<file path="src/hw/sar_adc_pkg.sv">
// Package with register map, field positions and timing constants for the converter control
package sar_adc_pkg;
  localparam logic [7:0]  ADDR_RESULT      = 8'h00;
  localparam logic [7:0]  ADDR_CONTROL     = 8'h04;
  localparam logic [7:0]  ADDR_IRQ_STATUS  = 8'h08;
  localparam logic [7:0]  ADDR_IRQ_ENABLE  = 8'h0C;
  localparam logic [7:0]  ADDR_IRQ_CLEAR   = 8'h10;
  localparam logic [7:0]  ADDR_POLARITY    = 8'h14;
  localparam int          CH_LSB           = 0;
  localparam int          CH_W             = 3;
  localparam int          DONE_BIT         = 3;
  localparam int          LADDER_BIT       = 4;
  localparam int          POL_ADC_BIT      = 7;
  localparam int          RES_W            = 8;
  localparam logic [7:0]  CONTROL_RESET    = 8'h08;
  localparam logic [7:0]  RESULT_RESET     = 8'h00;
  localparam logic [7:0]  POLARITY_RESET   = 8'h00;
  localparam logic [1:0]  RESP_OKAY        = 2'h0;
  localparam logic [1:0]  RESP_SLVERR      = 2'h2;
  localparam int          MAX_CONV_CYCLES  = 50;
  localparam int          CONV_WAIT_CYCLES = 4;
  localparam logic [5:0]  CYC_SETTLE       = 6'h04;
  localparam logic [2:0]  BIT_MSB          = 3'h7;
  localparam logic [1:0]  IRQ_CONV         = 2'h0;

  typedef struct packed {
    logic [7:0]  addr;
    logic [31:0] data;
  } reg_access_t;

  typedef enum logic [1:0] {
    CONV_IDLE  = 2'b00,
    CONV_CLEAR = 2'b01,
    CONV_TRIAL = 2'b10,
    CONV_DONE  = 2'b11
  } conv_state_t;
endpackage : sar_adc_pkg

</file>
<file path="src/hw/sar_adc_control.sv">
// Successive-approximation converter control with AXI4-Lite registers
//
// Our own choices: register access over AXI4-Lite and the address map.
`timescale 1ns/1ps
module sar_adc_control (
  input  wire logic        clk_i,
  input  wire logic        nrst_i,
  input  wire logic [31:0] s_axi_awaddr_i,
  input  wire logic        s_axi_awvalid_i,
  output logic             s_axi_awready_o,
  input  wire logic [31:0] s_axi_wdata_i,
  input  wire logic [3:0]  s_axi_wstrb_i,
  input  wire logic        s_axi_wvalid_i,
  output logic             s_axi_wready_o,
  output logic [1:0]       s_axi_bresp_o,
  output logic             s_axi_bvalid_o,
  input  wire logic        s_axi_bready_i,
  input  wire logic [31:0] s_axi_araddr_i,
  input  wire logic        s_axi_arvalid_i,
  output logic             s_axi_arready_o,
  output logic [31:0]      s_axi_rdata_o,
  output logic [1:0]       s_axi_rresp_o,
  output logic             s_axi_rvalid_o,
  input  wire logic        s_axi_rready_i,
  input  wire logic        comp_above_i,
  input  wire logic        ext_irq_three_i,
  output logic [2:0]       channel_sel_o,
  output logic [7:0]       trial_code_o,
  output logic             ladder_on_o,
  output logic             irq_o
);
  logic [2:0]  channel_r;
  logic        done_r;
  logic        ladder_r;
  logic [7:0]  result_r;
  logic [7:0]  polarity_r;
  logic [1:0]  irq_status_r;
  logic [1:0]  irq_enable_r;
  sar_adc_pkg::conv_state_t state_r;
  logic [2:0]  bit_r;
  logic [5:0]  wait_r;
  logic        aw_held_r;
  logic        w_held_r;
  sar_adc_pkg::reg_access_t wr_r;
  logic [3:0]  wstrb_r;
  logic        do_write;
  logic        start_conv;
  logic        conv_finish;
  logic        cmp_q1_r, cmp_q2_r, cmp_q3_r, cmp_r;
  logic        pin_q1_r, pin_q2_r, pin_q3_r, pin_r, pin_prev_r;
  logic        shared_src;
  logic [1:0]  irq_set;
  logic        wr_hit_ctrl;
  logic        wr_hit_en;
  logic        wr_hit_clr;
  logic        wr_hit_pol;

  // Write channel capture: address and data taken in either order
  assign s_axi_awready_o = !aw_held_r && !s_axi_bvalid_o;
  assign s_axi_wready_o  = !w_held_r && !s_axi_bvalid_o;
  assign do_write        = aw_held_r && w_held_r && !s_axi_bvalid_o;

  always_ff @(posedge clk_i or negedge nrst_i) begin
    if (!nrst_i) begin
      aw_held_r <= 1'b0;
      w_held_r  <= 1'b0;
      wr_r      <= '0;
      wstrb_r   <= 4'h0;
    end else begin
      if (s_axi_awvalid_i && s_axi_awready_o) begin
        aw_held_r    <= 1'b1;
        wr_r.addr    <= s_axi_awaddr_i[7:0];
      end
      if (s_axi_wvalid_i && s_axi_wready_o) begin
        w_held_r  <= 1'b1;
        wr_r.data <= s_axi_wdata_i;
        wstrb_r   <= s_axi_wstrb_i;
      end
      if (do_write) begin
        aw_held_r <= 1'b0;
        w_held_r  <= 1'b0;
      end
    end
  end

  assign wr_hit_ctrl = do_write && wstrb_r[0] && wr_r.addr == sar_adc_pkg::ADDR_CONTROL;
  assign wr_hit_en   = do_write && wstrb_r[0] && wr_r.addr == sar_adc_pkg::ADDR_IRQ_ENABLE;
  assign wr_hit_clr  = do_write && wstrb_r[0] && wr_r.addr == sar_adc_pkg::ADDR_IRQ_CLEAR;
  assign wr_hit_pol  = do_write && wstrb_r[0] && wr_r.addr == sar_adc_pkg::ADDR_POLARITY;

  always_ff @(posedge clk_i or negedge nrst_i) begin
    if (!nrst_i) begin
      s_axi_bvalid_o <= 1'b0;
      s_axi_bresp_o  <= sar_adc_pkg::RESP_OKAY;
    end else if (do_write) begin
      s_axi_bvalid_o <= 1'b1;
      s_axi_bresp_o  <= (wr_r.addr == sar_adc_pkg::ADDR_CONTROL ||
                         wr_r.addr == sar_adc_pkg::ADDR_IRQ_ENABLE ||
                         wr_r.addr == sar_adc_pkg::ADDR_IRQ_CLEAR ||
                         wr_r.addr == sar_adc_pkg::ADDR_POLARITY) ?
                        sar_adc_pkg::RESP_OKAY : sar_adc_pkg::RESP_SLVERR;
    end else if (s_axi_bready_i) begin
      s_axi_bvalid_o <= 1'b0;
    end
  end

  // Control register: channel, ladder, completion flag
  assign start_conv = wr_hit_ctrl && !wr_r.data[sar_adc_pkg::DONE_BIT]
                      && state_r == sar_adc_pkg::CONV_IDLE;

  always_ff @(posedge clk_i or negedge nrst_i) begin
    if (!nrst_i) begin
      channel_r <= sar_adc_pkg::CONTROL_RESET[2:0];
      ladder_r  <= sar_adc_pkg::CONTROL_RESET[sar_adc_pkg::LADDER_BIT];
    end else if (wr_hit_ctrl) begin
      channel_r <= wr_r.data[sar_adc_pkg::CH_LSB +: sar_adc_pkg::CH_W];
      ladder_r  <= wr_r.data[sar_adc_pkg::LADDER_BIT];
    end
  end

  always_ff @(posedge clk_i or negedge nrst_i) begin
    if (!nrst_i) begin
      done_r <= sar_adc_pkg::CONTROL_RESET[sar_adc_pkg::DONE_BIT];
    end else if (conv_finish) begin
      done_r <= 1'b1;
    end else if (start_conv) begin
      done_r <= 1'b0;
    end
  end

  // Comparator and pin inputs come from outside the clock domain
  always_ff @(posedge clk_i or negedge nrst_i) begin
    if (!nrst_i) begin
      {cmp_q1_r, cmp_q2_r, cmp_q3_r, cmp_r} <= 4'h0;
      {pin_q1_r, pin_q2_r, pin_q3_r, pin_r, pin_prev_r} <= 5'h00;
    end else begin
      cmp_q1_r   <= comp_above_i;
      cmp_q2_r   <= cmp_q1_r;
      cmp_q3_r   <= cmp_q2_r;
      pin_q1_r   <= ext_irq_three_i;
      pin_q2_r   <= pin_q1_r;
      pin_q3_r   <= pin_q2_r;
      pin_prev_r <= pin_r;
      if (cmp_q2_r == cmp_q3_r) begin
        cmp_r <= cmp_q3_r;
      end
      if (pin_q2_r == pin_q3_r) begin
        pin_r <= pin_q3_r;
      end
    end
  end

  // Successive-approximation sequencer
  assign conv_finish = state_r == sar_adc_pkg::CONV_DONE;

  always_ff @(posedge clk_i or negedge nrst_i) begin
    if (!nrst_i) begin
      state_r  <= sar_adc_pkg::CONV_IDLE;
      result_r <= sar_adc_pkg::RESULT_RESET;
      bit_r    <= 3'h0;
      wait_r   <= 6'h00;
    end else begin
      unique case (state_r)
        sar_adc_pkg::CONV_IDLE: begin
          if (start_conv) begin
            result_r <= sar_adc_pkg::RESULT_RESET;
            state_r  <= sar_adc_pkg::CONV_CLEAR;
          end
        end
        sar_adc_pkg::CONV_CLEAR: begin
          bit_r              <= sar_adc_pkg::BIT_MSB;
          result_r[sar_adc_pkg::BIT_MSB] <= 1'b1;
          wait_r             <= 6'h00;
          state_r            <= sar_adc_pkg::CONV_TRIAL;
        end
        sar_adc_pkg::CONV_TRIAL: begin
          if (wait_r == sar_adc_pkg::CYC_SETTLE) begin
            result_r[bit_r] <= cmp_r;
            wait_r          <= 6'h00;
            if (bit_r == 3'h0) begin
              state_r <= sar_adc_pkg::CONV_DONE;
            end else begin
              bit_r                 <= bit_r - 3'h1;
              result_r[bit_r - 3'h1] <= 1'b1;
            end
          end else begin
            wait_r <= wait_r + 6'h01;
          end
        end
        sar_adc_pkg::CONV_DONE: begin
          state_r <= sar_adc_pkg::CONV_IDLE;
        end
      endcase
    end
  end

  // Trial code drives the ladder tap; code n sits at n minus half a step
  assign trial_code_o  = result_r;
  assign channel_sel_o = channel_r;
  assign ladder_on_o   = ladder_r;

  // Shared request source, status, enable and clear
  assign shared_src = polarity_r[sar_adc_pkg::POL_ADC_BIT] ? conv_finish
                      : (pin_r && !pin_prev_r);
  assign irq_set    = {1'b0, shared_src};

  always_ff @(posedge clk_i or negedge nrst_i) begin
    if (!nrst_i) begin
      polarity_r   <= sar_adc_pkg::POLARITY_RESET;
      irq_enable_r <= 2'h0;
    end else begin
      if (wr_hit_pol) begin
        polarity_r <= wr_r.data[7:0];
      end
      if (wr_hit_en) begin
        irq_enable_r <= wr_r.data[1:0];
      end
    end
  end

  always_ff @(posedge clk_i or negedge nrst_i) begin
    if (!nrst_i) begin
      irq_status_r <= 2'h0;
    end else begin
      // Start does not touch the request; a set wins over a clear
      irq_status_r <= (irq_status_r & ~(wr_hit_clr ? wr_r.data[1:0] : 2'h0))
                      | irq_set;
    end
  end

  always_ff @(posedge clk_i or negedge nrst_i) begin
    if (!nrst_i) begin
      irq_o <= 1'b0;
    end else begin
      irq_o <= |(irq_status_r & irq_enable_r);
    end
  end

  // Read channel
  assign s_axi_arready_o = !s_axi_rvalid_o;

  always_ff @(posedge clk_i or negedge nrst_i) begin
    if (!nrst_i) begin
      s_axi_rvalid_o <= 1'b0;
      s_axi_rdata_o  <= 32'h0000_0000;
      s_axi_rresp_o  <= sar_adc_pkg::RESP_OKAY;
    end else if (s_axi_arvalid_i && s_axi_arready_o) begin
      s_axi_rvalid_o <= 1'b1;
      s_axi_rresp_o  <= sar_adc_pkg::RESP_OKAY;
      s_axi_rdata_o  <= 32'h0000_0000;
      unique case (s_axi_araddr_i[7:0])
        sar_adc_pkg::ADDR_RESULT:     s_axi_rdata_o[7:0] <= result_r;
        sar_adc_pkg::ADDR_CONTROL:    s_axi_rdata_o[4:0] <= {ladder_r, done_r, channel_r};
        sar_adc_pkg::ADDR_IRQ_STATUS: s_axi_rdata_o[1:0] <= irq_status_r;
        sar_adc_pkg::ADDR_IRQ_ENABLE: s_axi_rdata_o[1:0] <= irq_enable_r;
        sar_adc_pkg::ADDR_POLARITY:   s_axi_rdata_o[7:0] <= polarity_r;
        default:                      s_axi_rresp_o      <= sar_adc_pkg::RESP_SLVERR;
      endcase
    end else if (s_axi_rready_i) begin
      s_axi_rvalid_o <= 1'b0;
    end
  end

  // Assertions
  logic [6:0] conv_cnt_r;
  always_ff @(posedge clk_i or negedge nrst_i) begin
    if (!nrst_i) begin
      conv_cnt_r <= 7'h00;
    end else if (start_conv) begin
      conv_cnt_r <= 7'h01;
    end else if (state_r != sar_adc_pkg::CONV_IDLE) begin
      conv_cnt_r <= conv_cnt_r + 7'h01;
    end
  end

  property p_start_clears_done;
    @(posedge clk_i) disable iff (!nrst_i) start_conv |=> !done_r;
  endproperty
  a_start_clears_done: assert property (p_start_clears_done) else $error("done not cleared");

  property p_done_low_busy;
    @(posedge clk_i) disable iff (!nrst_i)
      (state_r != sar_adc_pkg::CONV_IDLE && !conv_finish) |=> !done_r || conv_finish;
  endproperty
  a_done_low_busy: assert property (p_done_low_busy) else $error("done high while busy");

  property p_finish_sets_done;
    @(posedge clk_i) disable iff (!nrst_i) conv_finish |=> done_r;
  endproperty
  a_finish_sets_done: assert property (p_finish_sets_done) else $error("done not set");

  property p_clear_result;
    @(posedge clk_i) disable iff (!nrst_i) start_conv |=> result_r == 8'h00;
  endproperty
  a_clear_result: assert property (p_clear_result) else $error("result not cleared");

  property p_msb_trial;
    @(posedge clk_i) disable iff (!nrst_i) start_conv |=> ##1 result_r == 8'h80;
  endproperty
  a_msb_trial: assert property (p_msb_trial) else $error("msb trial missing");

  property p_within_50;
    @(posedge clk_i) disable iff (!nrst_i)
      state_r != sar_adc_pkg::CONV_IDLE |-> conv_cnt_r <= 7'(sar_adc_pkg::MAX_CONV_CYCLES);
  endproperty
  a_within_50: assert property (p_within_50) else $error("conversion too long");

  property p_finish_by_50;
    @(posedge clk_i) disable iff (!nrst_i) start_conv |-> ##[1:50] conv_finish;
  endproperty
  a_finish_by_50: assert property (p_finish_by_50) else $error("no finish in 50");

  property p_one_no_start;
    @(posedge clk_i) disable iff (!nrst_i)
      (wr_hit_ctrl && wr_r.data[sar_adc_pkg::DONE_BIT] && state_r == sar_adc_pkg::CONV_IDLE)
      |=> state_r == sar_adc_pkg::CONV_IDLE;
  endproperty
  a_one_no_start: assert property (p_one_no_start) else $error("one started conversion");

  property p_irq_route;
    @(posedge clk_i) disable iff (!nrst_i)
      (conv_finish && polarity_r[sar_adc_pkg::POL_ADC_BIT]) |=> irq_status_r[0];
  endproperty
  a_irq_route: assert property (p_irq_route) else $error("request not set");

  property p_result_hold;
    @(posedge clk_i) disable iff (!nrst_i)
      (state_r == sar_adc_pkg::CONV_IDLE && !start_conv) |=> $stable(result_r);
  endproperty
  a_result_hold: assert property (p_result_hold) else $error("result changed idle");

  c_conv: cover property (@(posedge clk_i) disable iff (!nrst_i) start_conv ##[1:50] conv_finish);
  c_irq: cover property (@(posedge clk_i) disable iff (!nrst_i) irq_o);
  c_full: cover property (@(posedge clk_i) disable iff (!nrst_i) conv_finish && result_r == 8'hFF);
endmodule : sar_adc_control

</file>
<file path="config.mk">
export PLATFORM = sky130hd
export DESIGN_NAME = sar_adc_control
export DESIGN_NICKNAME = d
export VERILOG_FILES = /design/src/hw/sar_adc_pkg.sv /design/src/hw/sar_adc_control.sv
export SDC_FILE = /design/constraint.sdc
export NUM_CORES = 1
export LEC_CHECK = 0
export BUFFER_PORTS_ARGS = -buffer_cell sky130_fd_sc_hd__buf_2
export CAP_MARGIN = 0
export CORE_UTILIZATION = 26
export DETAILED_ROUTE_END_ITERATION = 16
export SYNTH_ARGS = -nofsm -noshare
export SYNTH_HDL_FRONTEND = slang
export SYNTH_SLANG_ARGS = --single-unit
</file>
<file path="constraint.sdc">
create_clock -name clk_i -period 6.67 [get_ports clk_i]
set_input_delay 0.3335 -clock clk_i [delete_from_list [all_inputs] [get_ports clk_i]]
set_output_delay 0.3335 -clock clk_i [all_outputs]
set_load 0.05 [all_outputs]
</file>
==> flow_metrics.env, run 1 <==
export IMPL_run_status="complete, no violations"
export IMPL_avgViaCountPerCell=4.654
export IMPL_place_ws_ns=4.328
export IMPL_synthXorXnorAreaFrac_pct=0.6861
export IMPL_drv_slew=0
export IMPL_cts_root_buf="clkbuf_16"
export IMPL_cts_tree="done"
export IMPL_cp_start_kind="flip-flop"
export IMPL_clock_sinks=77
export IMPL_route_vias_total=2746
export IMPL_grt_usage_pct=11.77
export IMPL_synth_area_sq_um=3830
export IMPL_die_w_um=123.4
export IMPL_yosysWarningCount=0
export IMPL_cap_violations=0
export IMPL_grt_pass1_wl_mm=13.45
export IMPL_fin_crit_ns=2.367
export IMPL_worst_slack_ns=4.303
export IMPL_period_share_pct=35.49
export IMPL_antenna_cells=0
export IMPL_synth_edff_count=0
export IMPL_cp_end_kind="flip-flop"
export IMPL_synthSimpleGateAreaFrac_pct=13.13
export IMPL_synth_main_ff_cell="dfrtp_1"
export IMPL_grt_max_degree=78
export IMPL_drtPass1Iterations=4
export IMPL_endpoint="trial_code_o[7]"
export IMPL_peakVddDrop_v=0.0002369
export IMPL_antenna_found_initial=0
export IMPL_drcViolationCount=0
export IMPL_min_path_type="input port to flip-flop"
export IMPL_power_switching_w=0.0006840
export IMPL_core_sq_um=14150
export IMPL_whs_ns=0.1010
export IMPL_std_cell_rows=43
export IMPL_io_pins=163
export IMPL_start_util_pct=27.07
export IMPL_cellInternalPower_w=0.001156
export IMPL_power_frac_seq_pct=38.2
export IMPL_synth_top_family_by_area="simple AND/OR/NAND/NOR gates"
export IMPL_syn_instance_count=345
export IMPL_die_h_um=123.4
export IMPL_final_cell_mix="dfrtp_1 (76), buf_2 (60), mux2_2 (35)"
export IMPL_layout_nets=522
export IMPL_finalHoldViolations=0
export IMPL_gp_congestion=0.7703
export IMPL_drtIter0Drc=130
export IMPL_ctsResizeCount=0
export IMPL_dieArea_sq_um=15220
export IMPL_worstReg2RegEnd="trial_code_o[7]"
export IMPL_reg2reg_from="bit_r[0]"
export IMPL_cp_required_ns=6.89
export IMPL_ant_nets=0
export IMPL_setup_tns_ns=0
export IMPL_powerDensity_nw_per_um2=404.4
export IMPL_p_comb_share_pct=32.8
export IMPL_yosysSeqAreaShare_pct=50.34
export IMPL_grt_overflow=0
export IMPL_cts_clk_slew_worst_paths_ns=0.06
export IMPL_async_flop_share_pct=100.0
export IMPL_synth_compound_area_share_pct=13.03
export IMPL_reg2reg_slack_ns=4.30
export IMPL_critPathArrivalTime_ns=2.59
export IMPL_finalSetupViolations=0
export IMPL_syn_area_per_cell_sq_um=11.10
export IMPL_cts_buffers=9
export IMPL_synth_cell_types=54
export IMPL_crit_type="flip-flop to flip-flop"
export IMPL_drive_gt1_share_pct=28.29
export IMPL_synth_area_mux_share_pct=12.12
export IMPL_nFillCells=1467
export IMPL_htreeDepth=3
export IMPL_synthAdderAreaFrac_pct=3.136
export IMPL_grt_setup_unrepaired="no"
export IMPL_max_slew_margin_pct=33.01
export IMPL_crit_fanout=15
export IMPL_area_growth_pct=18.78
export IMPL_wl_per_cell_um=14.14
export IMPL_cts_setup_buffers=0
export IMPL_layout_commonest_cell="dfrtp_1"
export IMPL_worst_pin_slew_ns=1.005
export IMPL_power_w=0.001840
export IMPL_fmax_mhz=422.4
export IMPL_wirelength_mm=8.340
export IMPL_io_buffers=61
export IMPL_ctsHoldBuffers=0
export IMPL_clk_latency_ns=0.34
export IMPL_switching_share_pct=37.18
export IMPL_clockPowerShare_pct=29.0
export IMPL_r2r_cells=6
export IMPL_p_leak_nw=2.125
export IMPL_place_hpwl_mm=6.057
export IMPL_clk_path_buf_depth=2
export IMPL_crit_path_start="bit_r[0]"
export IMPL_grt_pass1_vias=2591
export IMPL_skew_ns=0.006443
export IMPL_synth_seq_cells=77
## sequential cells by signal (all words and copies together) (netlist names), 2 cells and up
| signal | cells |
|---|---|
| irq_enable_r | 2 |
| state_r | 2 |
| wait_r | 6 |
| polarity_r | 8 |
| channel_sel_o | 3 |
| s_axi_rdata_o | 8 |
| bit_r | 3 |
| trial_code_o | 8 |
| wr_r | 16 |
| irq_status_r | 2 |
## cell usage after synthesis, drive strengths merged (2+ instances only)
library cell	instances	area [sq um]
a211oi	3	27.52
a21o	3	22.52
a21oi	8	40.04
a221o	2	20.02
a22o	7	61.31
a22oi	5	37.54
a32o	3	30.03
a32oi	3	26.28
and3	2	12.51
buf	26	195.2
clkbuf	11	41.29
dfrtp	76	1902
ha	8	100.1
inv	13	48.80
maj3	2	20.02
mux2	35	394.1
mux2i	7	70.07
nand2	23	86.33
nand2b	5	31.28
nand3	5	25.02
nand3b	2	15.01
nand4	3	18.77
nor2	12	45.04
nor2b	9	56.30
nor3	7	35.03
nor3b	4	30.03
nor4	2	12.51
nor4b	4	35.03
o21a	2	15.01
o21ai	24	120.1
o22ai	2	12.51
o2bb2ai	2	17.52
o311a	2	20.02
o31ai	2	15.01
or4	4	33.78
xnor2	2	17.52
## logic make-up after synthesis
family / Yosys count
fa+ha+maj: 10
mux: 42
simple gates: 90
compound gates: 72
xor+xnor: 3
other cells: 1
buf+inv: 50
flops: 77
## power groups by stage
stage / Clock, W / Sequential [W] / Combinational, W
6_report: 0.000533 / 0.000703 / 0.000604
5_1_grt: 0.000571 / 0.000723 / 0.000663
2_1_floorplan: 0 / 0.000754 / 0.000416
4_1_cts: 0.000549 / 0.000703 / 0.000608
3_5_place_dp: 0 / 0.000712 / 0.000605
3_3_place_gp: 0 / 0.000706 / 0.000594
## per-stage QoR
stage | area (sq um) | cells | utilization (%)
after floorplan | 3924 | 370 | -
after global placement | 4220 | 574 | 29.83
after detailed placement | 4220 | 574 | 29.83
after CTS | 4549 | 590 | 32.15
after global routing | 4549 | 590 | 32.15
final | 4549 | 590 | 32.15
## routing by layer
metal,part of all wire [%],track usage [%],up-vias
li1,-,-,1321
met1,47,15.28,1337
met2,46,17.84,81
met3,5.8,4.290,7
met4,1.2,4.292,0
met5,0,0,-
## worst max-delay path: stages (launching register included)
cell and delay, ns:
dfrtp_1 0.60, inv_1 0.22, ha_1 0.35, nor3b_1 0.19, o311a_1 0.35, o311a_1 0.28
mux2_2 0.26
## layout make-up
type                       instances  area (sq um)  share of cell area [%]
sequential                        77          1928                   42.38
tap                              180         225.2                   4.950
inverter                          13         48.80                   1.073
clock buffer                      13         260.3                   5.721
multi-input combinational        243          1710                   37.60
clock inverter                     3         68.82                   1.513
timing repair buffer              61         307.8                   6.766
## worst min path at each step
stage | cells past startpoint | to | slack (ns) | start
floorplan | 0 | aw_held_r | 0.04 | nrst_i
global placement | 0 | pin_q2_r | 0.34 | pin_q1_r
global route | 1 | pin_q1_r | 0.09 | ext_irq_three_i
CTS | 1 | pin_q1_r | 0.08 | ext_irq_three_i
finish | 1 | pin_q1_r | 0.10 | ext_irq_three_i
detailed placement | 0 | pin_q2_r | 0.34 | pin_q1_r
(Power assumes the default switching activity.)
==> run 2: changes to the inputs <==
clock period = 2.45 ns   (was 6.67 ns; I/O delays follow)
==> flow_metrics.env, run 2 (synthesis results as in run 1) <==
export IMPL_ctsHoldBuffers=7
export IMPL_peakVddDrop_v=0.0005932
export IMPL_cp_start_kind="flip-flop"
export IMPL_max_slew_margin_pct=35.86
export IMPL_fin_crit_ns=2.158
export IMPL_clk_path_buf_depth=2
export IMPL_cts_clk_slew_worst_paths_ns=0.06
export IMPL_layout_nets=535
export IMPL_route_vias_total=2781
export IMPL_die_w_um=123.4
export IMPL_start_util_pct=27.07
export IMPL_drive_gt1_share_pct=29.08
export IMPL_period_share_pct=88.07
export IMPL_cts_setup_buffers=0
export IMPL_worstReg2RegEnd="trial_code_o[7]"
export IMPL_setup_tns_ns=0
export IMPL_clock_sinks=77
export IMPL_std_cell_rows=43
export IMPL_drcViolationCount=0
export IMPL_cap_violations=0
export IMPL_htreeDepth=3
export IMPL_antenna_found_initial=0
export IMPL_cellInternalPower_w=0.002965
export IMPL_switching_share_pct=38.55
export IMPL_io_pins=163
export IMPL_grt_usage_pct=11.83
export IMPL_core_sq_um=14150
export IMPL_cp_required_ns=2.67
export IMPL_holdPathStages=2
export IMPL_dieArea_sq_um=15220
export IMPL_reg2reg_slack_ns=0.29
export IMPL_fmax_mhz=463.4
export IMPL_io_buffers=61
export IMPL_dpl_cell_area_sq_um=4265
export IMPL_cts_buffers=9
export IMPL_cts_tree="done"
export IMPL_grt_pass1_wl_mm=13.46
export IMPL_finalSetupViolations=0
export IMPL_layout_commonest_cell="dfrtp_1"
export IMPL_crit_fanout=10
export IMPL_die_h_um=123.4
export IMPL_run_status="complete, no violations"
export IMPL_crit_type="flip-flop to flip-flop"
export IMPL_r2r_cells=6
export IMPL_grt_max_degree=78
export IMPL_p_leak_nw=2.163
export IMPL_power_w=0.004825
export IMPL_avgViaCountPerCell=4.612
export IMPL_holdCritStartpoint="s_axi_awaddr_i[0]"
export IMPL_skew_ns=0.005852
export IMPL_final_cell_mix="dfrtp_1 (76), buf_2 (60), mux2_2 (35)"
export IMPL_reg2reg_from="bit_r[1]"
export IMPL_grt_pass1_vias=2646
export IMPL_p_comb_share_pct=35.4
export IMPL_ant_nets=0
export IMPL_drv_slew=0
export IMPL_finalHoldViolations=0
export IMPL_critPathArrivalTime_ns=2.38
export IMPL_cts_root_buf="clkbuf_16"
export IMPL_min_to="wr_r[32]"
export IMPL_drtPass1Iterations=4
export IMPL_area_growth_pct=20.48
export IMPL_crit_path_start="bit_r[1]"
export IMPL_wl_per_cell_um=13.54
export IMPL_gp_congestion=0.7716
export IMPL_powerDensity_nw_per_um2=1046
export IMPL_regMostFlops="wr_r"
export IMPL_min_path_type="input port to flip-flop"
export IMPL_power_frac_seq_pct=39.2
export IMPL_place_hpwl_mm=5.937
export IMPL_power_switching_w=0.001860
export IMPL_clockPowerShare_pct=25.4
export IMPL_drtIter0Drc=146
export IMPL_wirelength_mm=8.167
export IMPL_ctsResizeCount=0
export IMPL_grt_overflow=0
export IMPL_grt_setup_unrepaired="no"
export IMPL_worst_pin_slew_ns=0.9621
export IMPL_largest_reg_flops=16
export IMPL_nFillCells=1431
export IMPL_cp_end_kind="flip-flop"
export IMPL_clk_latency_ns=0.33
export IMPL_antenna_cells=0
export IMPL_fin_area_sq_um=4614
## run 2: cell types whose count changed in the layout (fill, tap and decap cells not counted), sizes merged
cell / previous run / this run
bufinv: 2 / 0
clkbuf: 13 / 12
clkinv: 1 / 3
clkinvlp: 0 / 1
buf: 61 / 67
dlygate4sd3: 0 / 7
## run 2: worst max path at each step
stage	slack [ns]	depth (start not counted)	end
detailed placement	0.30	6	trial_code_o[7]
global placement	0.32	4	irq_status_r[0]
finish	0.29	6	trial_code_o[7]
global route	0.15	6	trial_code_o[7]
CTS	0.29	6	trial_code_o[7]
floorplan	0.05	4	wr_r[1]
## run 2: layout make-up
| cell class | count | area [sq um] | area share (%) |
|---|---|---|---|
| clock buffers | 12 | 256.5 | 5.559 |
| clock inverters | 4 | 22.52 | 0.4881 |
| inverters | 13 | 48.80 | 1.057 |
| multi-input cells | 243 | 1710 | 37.07 |
| flip-flops and latches | 77 | 1928 | 41.78 |
| well taps | 180 | 225.2 | 4.881 |
| repair buffers | 74 | 422.9 | 9.165 |
## run 2: power groups by stage
stage               combinational, W  clock, W  sequential (W)
floorplan                    0.00113         0         0.00205
global placement             0.00167         0         0.00190
detailed placement           0.00171         0         0.00192
CTS                          0.00173   0.00127         0.00190
global route                 0.00188   0.00133         0.00195
finish                       0.00171   0.00122         0.00189
## run 2: through the flow
stage	std cells	utilization (%)	setup slack, ns	hold slack, ns
3_5_place_dp	580	30.14	0.2991	0.2322
4_1_cts	603	32.61	0.2885	0.004668
3_3_place_gp	580	30.14	0.3194	0.2338
2_1_floorplan	370	-	0.05278	-0.1731
6_report	603	32.61	0.2922	0.02006
5_1_grt	603	32.61	0.1508	0.002272
## run 2: worst max-delay path, cell delays in order (launching register included)
cell and delay [ns]:
dfrtp_1 0.52, inv_1 0.15, ha_1 0.30, nor3b_1 0.19, o311a_1 0.36, o311a_1 0.28, mux2_2 0.26
## run 2: per-layer routing
layer,vias up,share of wire (%),track usage [%]
li1,1351,-,-
met1,1357,49,15.52
met2,71,47,17.77
met3,2,3.9,4.474
met4,0,0.62,4.066
met5,-,0,0
==> run 3: changes to the inputs <==
PLACE_DENSITY = 0.5   (was unset)
RECOVER_POWER = 100   (was unset)
==> flow_metrics.env, run 3 (synthesis results as in run 1) <==
export IMPL_grt_overflow=0
export IMPL_worstReg2RegEnd="state_r[1]"
export IMPL_run_status="finished, violations left"
export IMPL_cts_setup_buffers=0
export IMPL_die_w_um=123.4
export IMPL_core_sq_um=14150
export IMPL_finalSetupViolations=0
export IMPL_fmax_mhz=454.8
export IMPL_grt_usage_pct=12.30
export IMPL_whs_ns=0.01353
export IMPL_fin_crit_ns=2.199
export IMPL_cap_violations=1
export IMPL_cp_end_kind="flip-flop"
export IMPL_crit_fanout=5
export IMPL_grt_pass1_vias=2769
export IMPL_drive_gt1_share_pct=21.70
export IMPL_setup_tns_ns=0
export IMPL_regMostFlops="wr_r"
export IMPL_ctsResizeCount=0
export IMPL_ant_nets=0
export IMPL_route_vias_total=2835
export IMPL_io_pins=163
export IMPL_antenna_found_initial=0
export IMPL_layout_commonest_cell="dfrtp_1"
export IMPL_grt_setup_unrepaired="no"
export IMPL_area_growth_pct=19.54
export IMPL_drcViolationCount=0
export IMPL_worst_slack_ns=0.2512
export IMPL_reg2reg_from="wr_r[33]"
export IMPL_place_ws_ns=0.2610
export IMPL_worst_pin_slew_ns=1.953
export IMPL_drtPass1Iterations=4
export IMPL_max_slew_margin_pct=-30.17
export IMPL_cts_root_buf="clkbuf_16"
export IMPL_drtIter0Drc=116
export IMPL_clk_path_buf_depth=2
export IMPL_wirelength_mm=8.451
export IMPL_dieArea_sq_um=15220
export IMPL_finalHoldViolations=0
export IMPL_powerDensity_nw_per_um2=1071
export IMPL_holdCritStartpoint="s_axi_awaddr_i[5]"
export IMPL_cts_buffers=9
export IMPL_final_cell_mix="dfrtp_1 (76), mux2_2 (35), buf_2 (32), clkbuf_1 (32), conb_1 (26)"
export IMPL_holdPathStages=2
export IMPL_grt_max_degree=78
export IMPL_io_buffers=61
export IMPL_p_leak_nw=2.043
export IMPL_largest_reg_flops=16
export IMPL_place_hpwl_mm=6.157
export IMPL_min_path_type="input port to flip-flop"
export IMPL_critPathArrivalTime_ns=2.42
export IMPL_period_share_pct=89.75
export IMPL_grt_pass1_wl_mm=14.05
export IMPL_gp_congestion=0.7638
export IMPL_ctsHoldBuffers=6
export IMPL_cts_clk_slew_worst_paths_ns=0.06
export IMPL_clk_latency_ns=0.34
export IMPL_violations="max-capacitance violations, max-slew violations"
export IMPL_wl_per_cell_um=13.99
export IMPL_cts_tree="done"
export IMPL_peakVddDrop_v=0.0004823
export IMPL_drv_slew=78
export IMPL_cp_start_kind="flip-flop"
export IMPL_die_h_um=123.4
export IMPL_r2r_cells=4
export IMPL_clock_sinks=77
export IMPL_antenna_cells=0
export IMPL_start_util_pct=27.07
export IMPL_min_to="wr_r[37]"
export IMPL_std_cell_rows=43
export IMPL_avgViaCountPerCell=4.694
export IMPL_cp_required_ns=2.67
export IMPL_htreeDepth=3
export IMPL_layout_nets=536
export IMPL_reg2reg_slack_ns=0.25
export IMPL_skew_ns=0.006858
export IMPL_crit_type="flip-flop to flip-flop"
[run 3: worst max-delay path by stage]
stage | from | to | slack, ns | depth (start not counted)
5_1_grt | nrst_i | wr_r[6] | 0.04 | 2
2_1_floorplan | s_axi_bvalid_o | wr_r[1] | 0.05 | 4
4_1_cts | wr_r[33] | state_r[1] | 0.23 | 4
3_3_place_gp | wr_r[33] | state_r[1] | 0.30 | 4
6_report | wr_r[33] | state_r[1] | 0.25 | 4
3_5_place_dp | wr_r[33] | state_r[1] | 0.26 | 4
[run 3: critical path: stages (launching register included)]
cell	delay, ns
dfrtp_1	0.42
nor4b_1	0.57
nand4_1	0.29
a211oi_1	0.42
mux2_2	0.38
[run 3: report_power, final]
group,switching (W),internal [W]
registers,0.000299,0.00158
logic,0.00107,0.000616
clock network,0.000525,0.000812
total,0.00190,0.00301
[run 3: cell type report]
cell class / instances / area, sq um
tap: 180 / 225.2
sequential: 77 / 1928
clock inverter: 6 / 62.56
inverter: 13 / 48.80
multi-input combinational: 243 / 1702
timing repair buffer: 75 / 372.9
fill: 1432 / 9572
clock buffer: 10 / 239.0
[run 3: layer usage]
metal  vias to the layer above  global-route usage (%)  wire length (um)
met3                        11                   4.059               559
met2                       102                   18.89              3789
met4                         0                   4.970               141
met5                         -                       0                 0
met1                      1370                   15.85              3960
li1                       1352                       -                 -
[run 3: through the flow]
stage	power [W]	instances	util [%]	area, sq um
finish	0.004905	604	32.35	4578
global route	0.005252	604	32.35	4578
CTS	0.005040	604	32.81	4642
detailed placement	0.003666	582	30.25	4280
global placement	0.003625	582	30.25	4280
floorplan	0.003187	370	-	3924
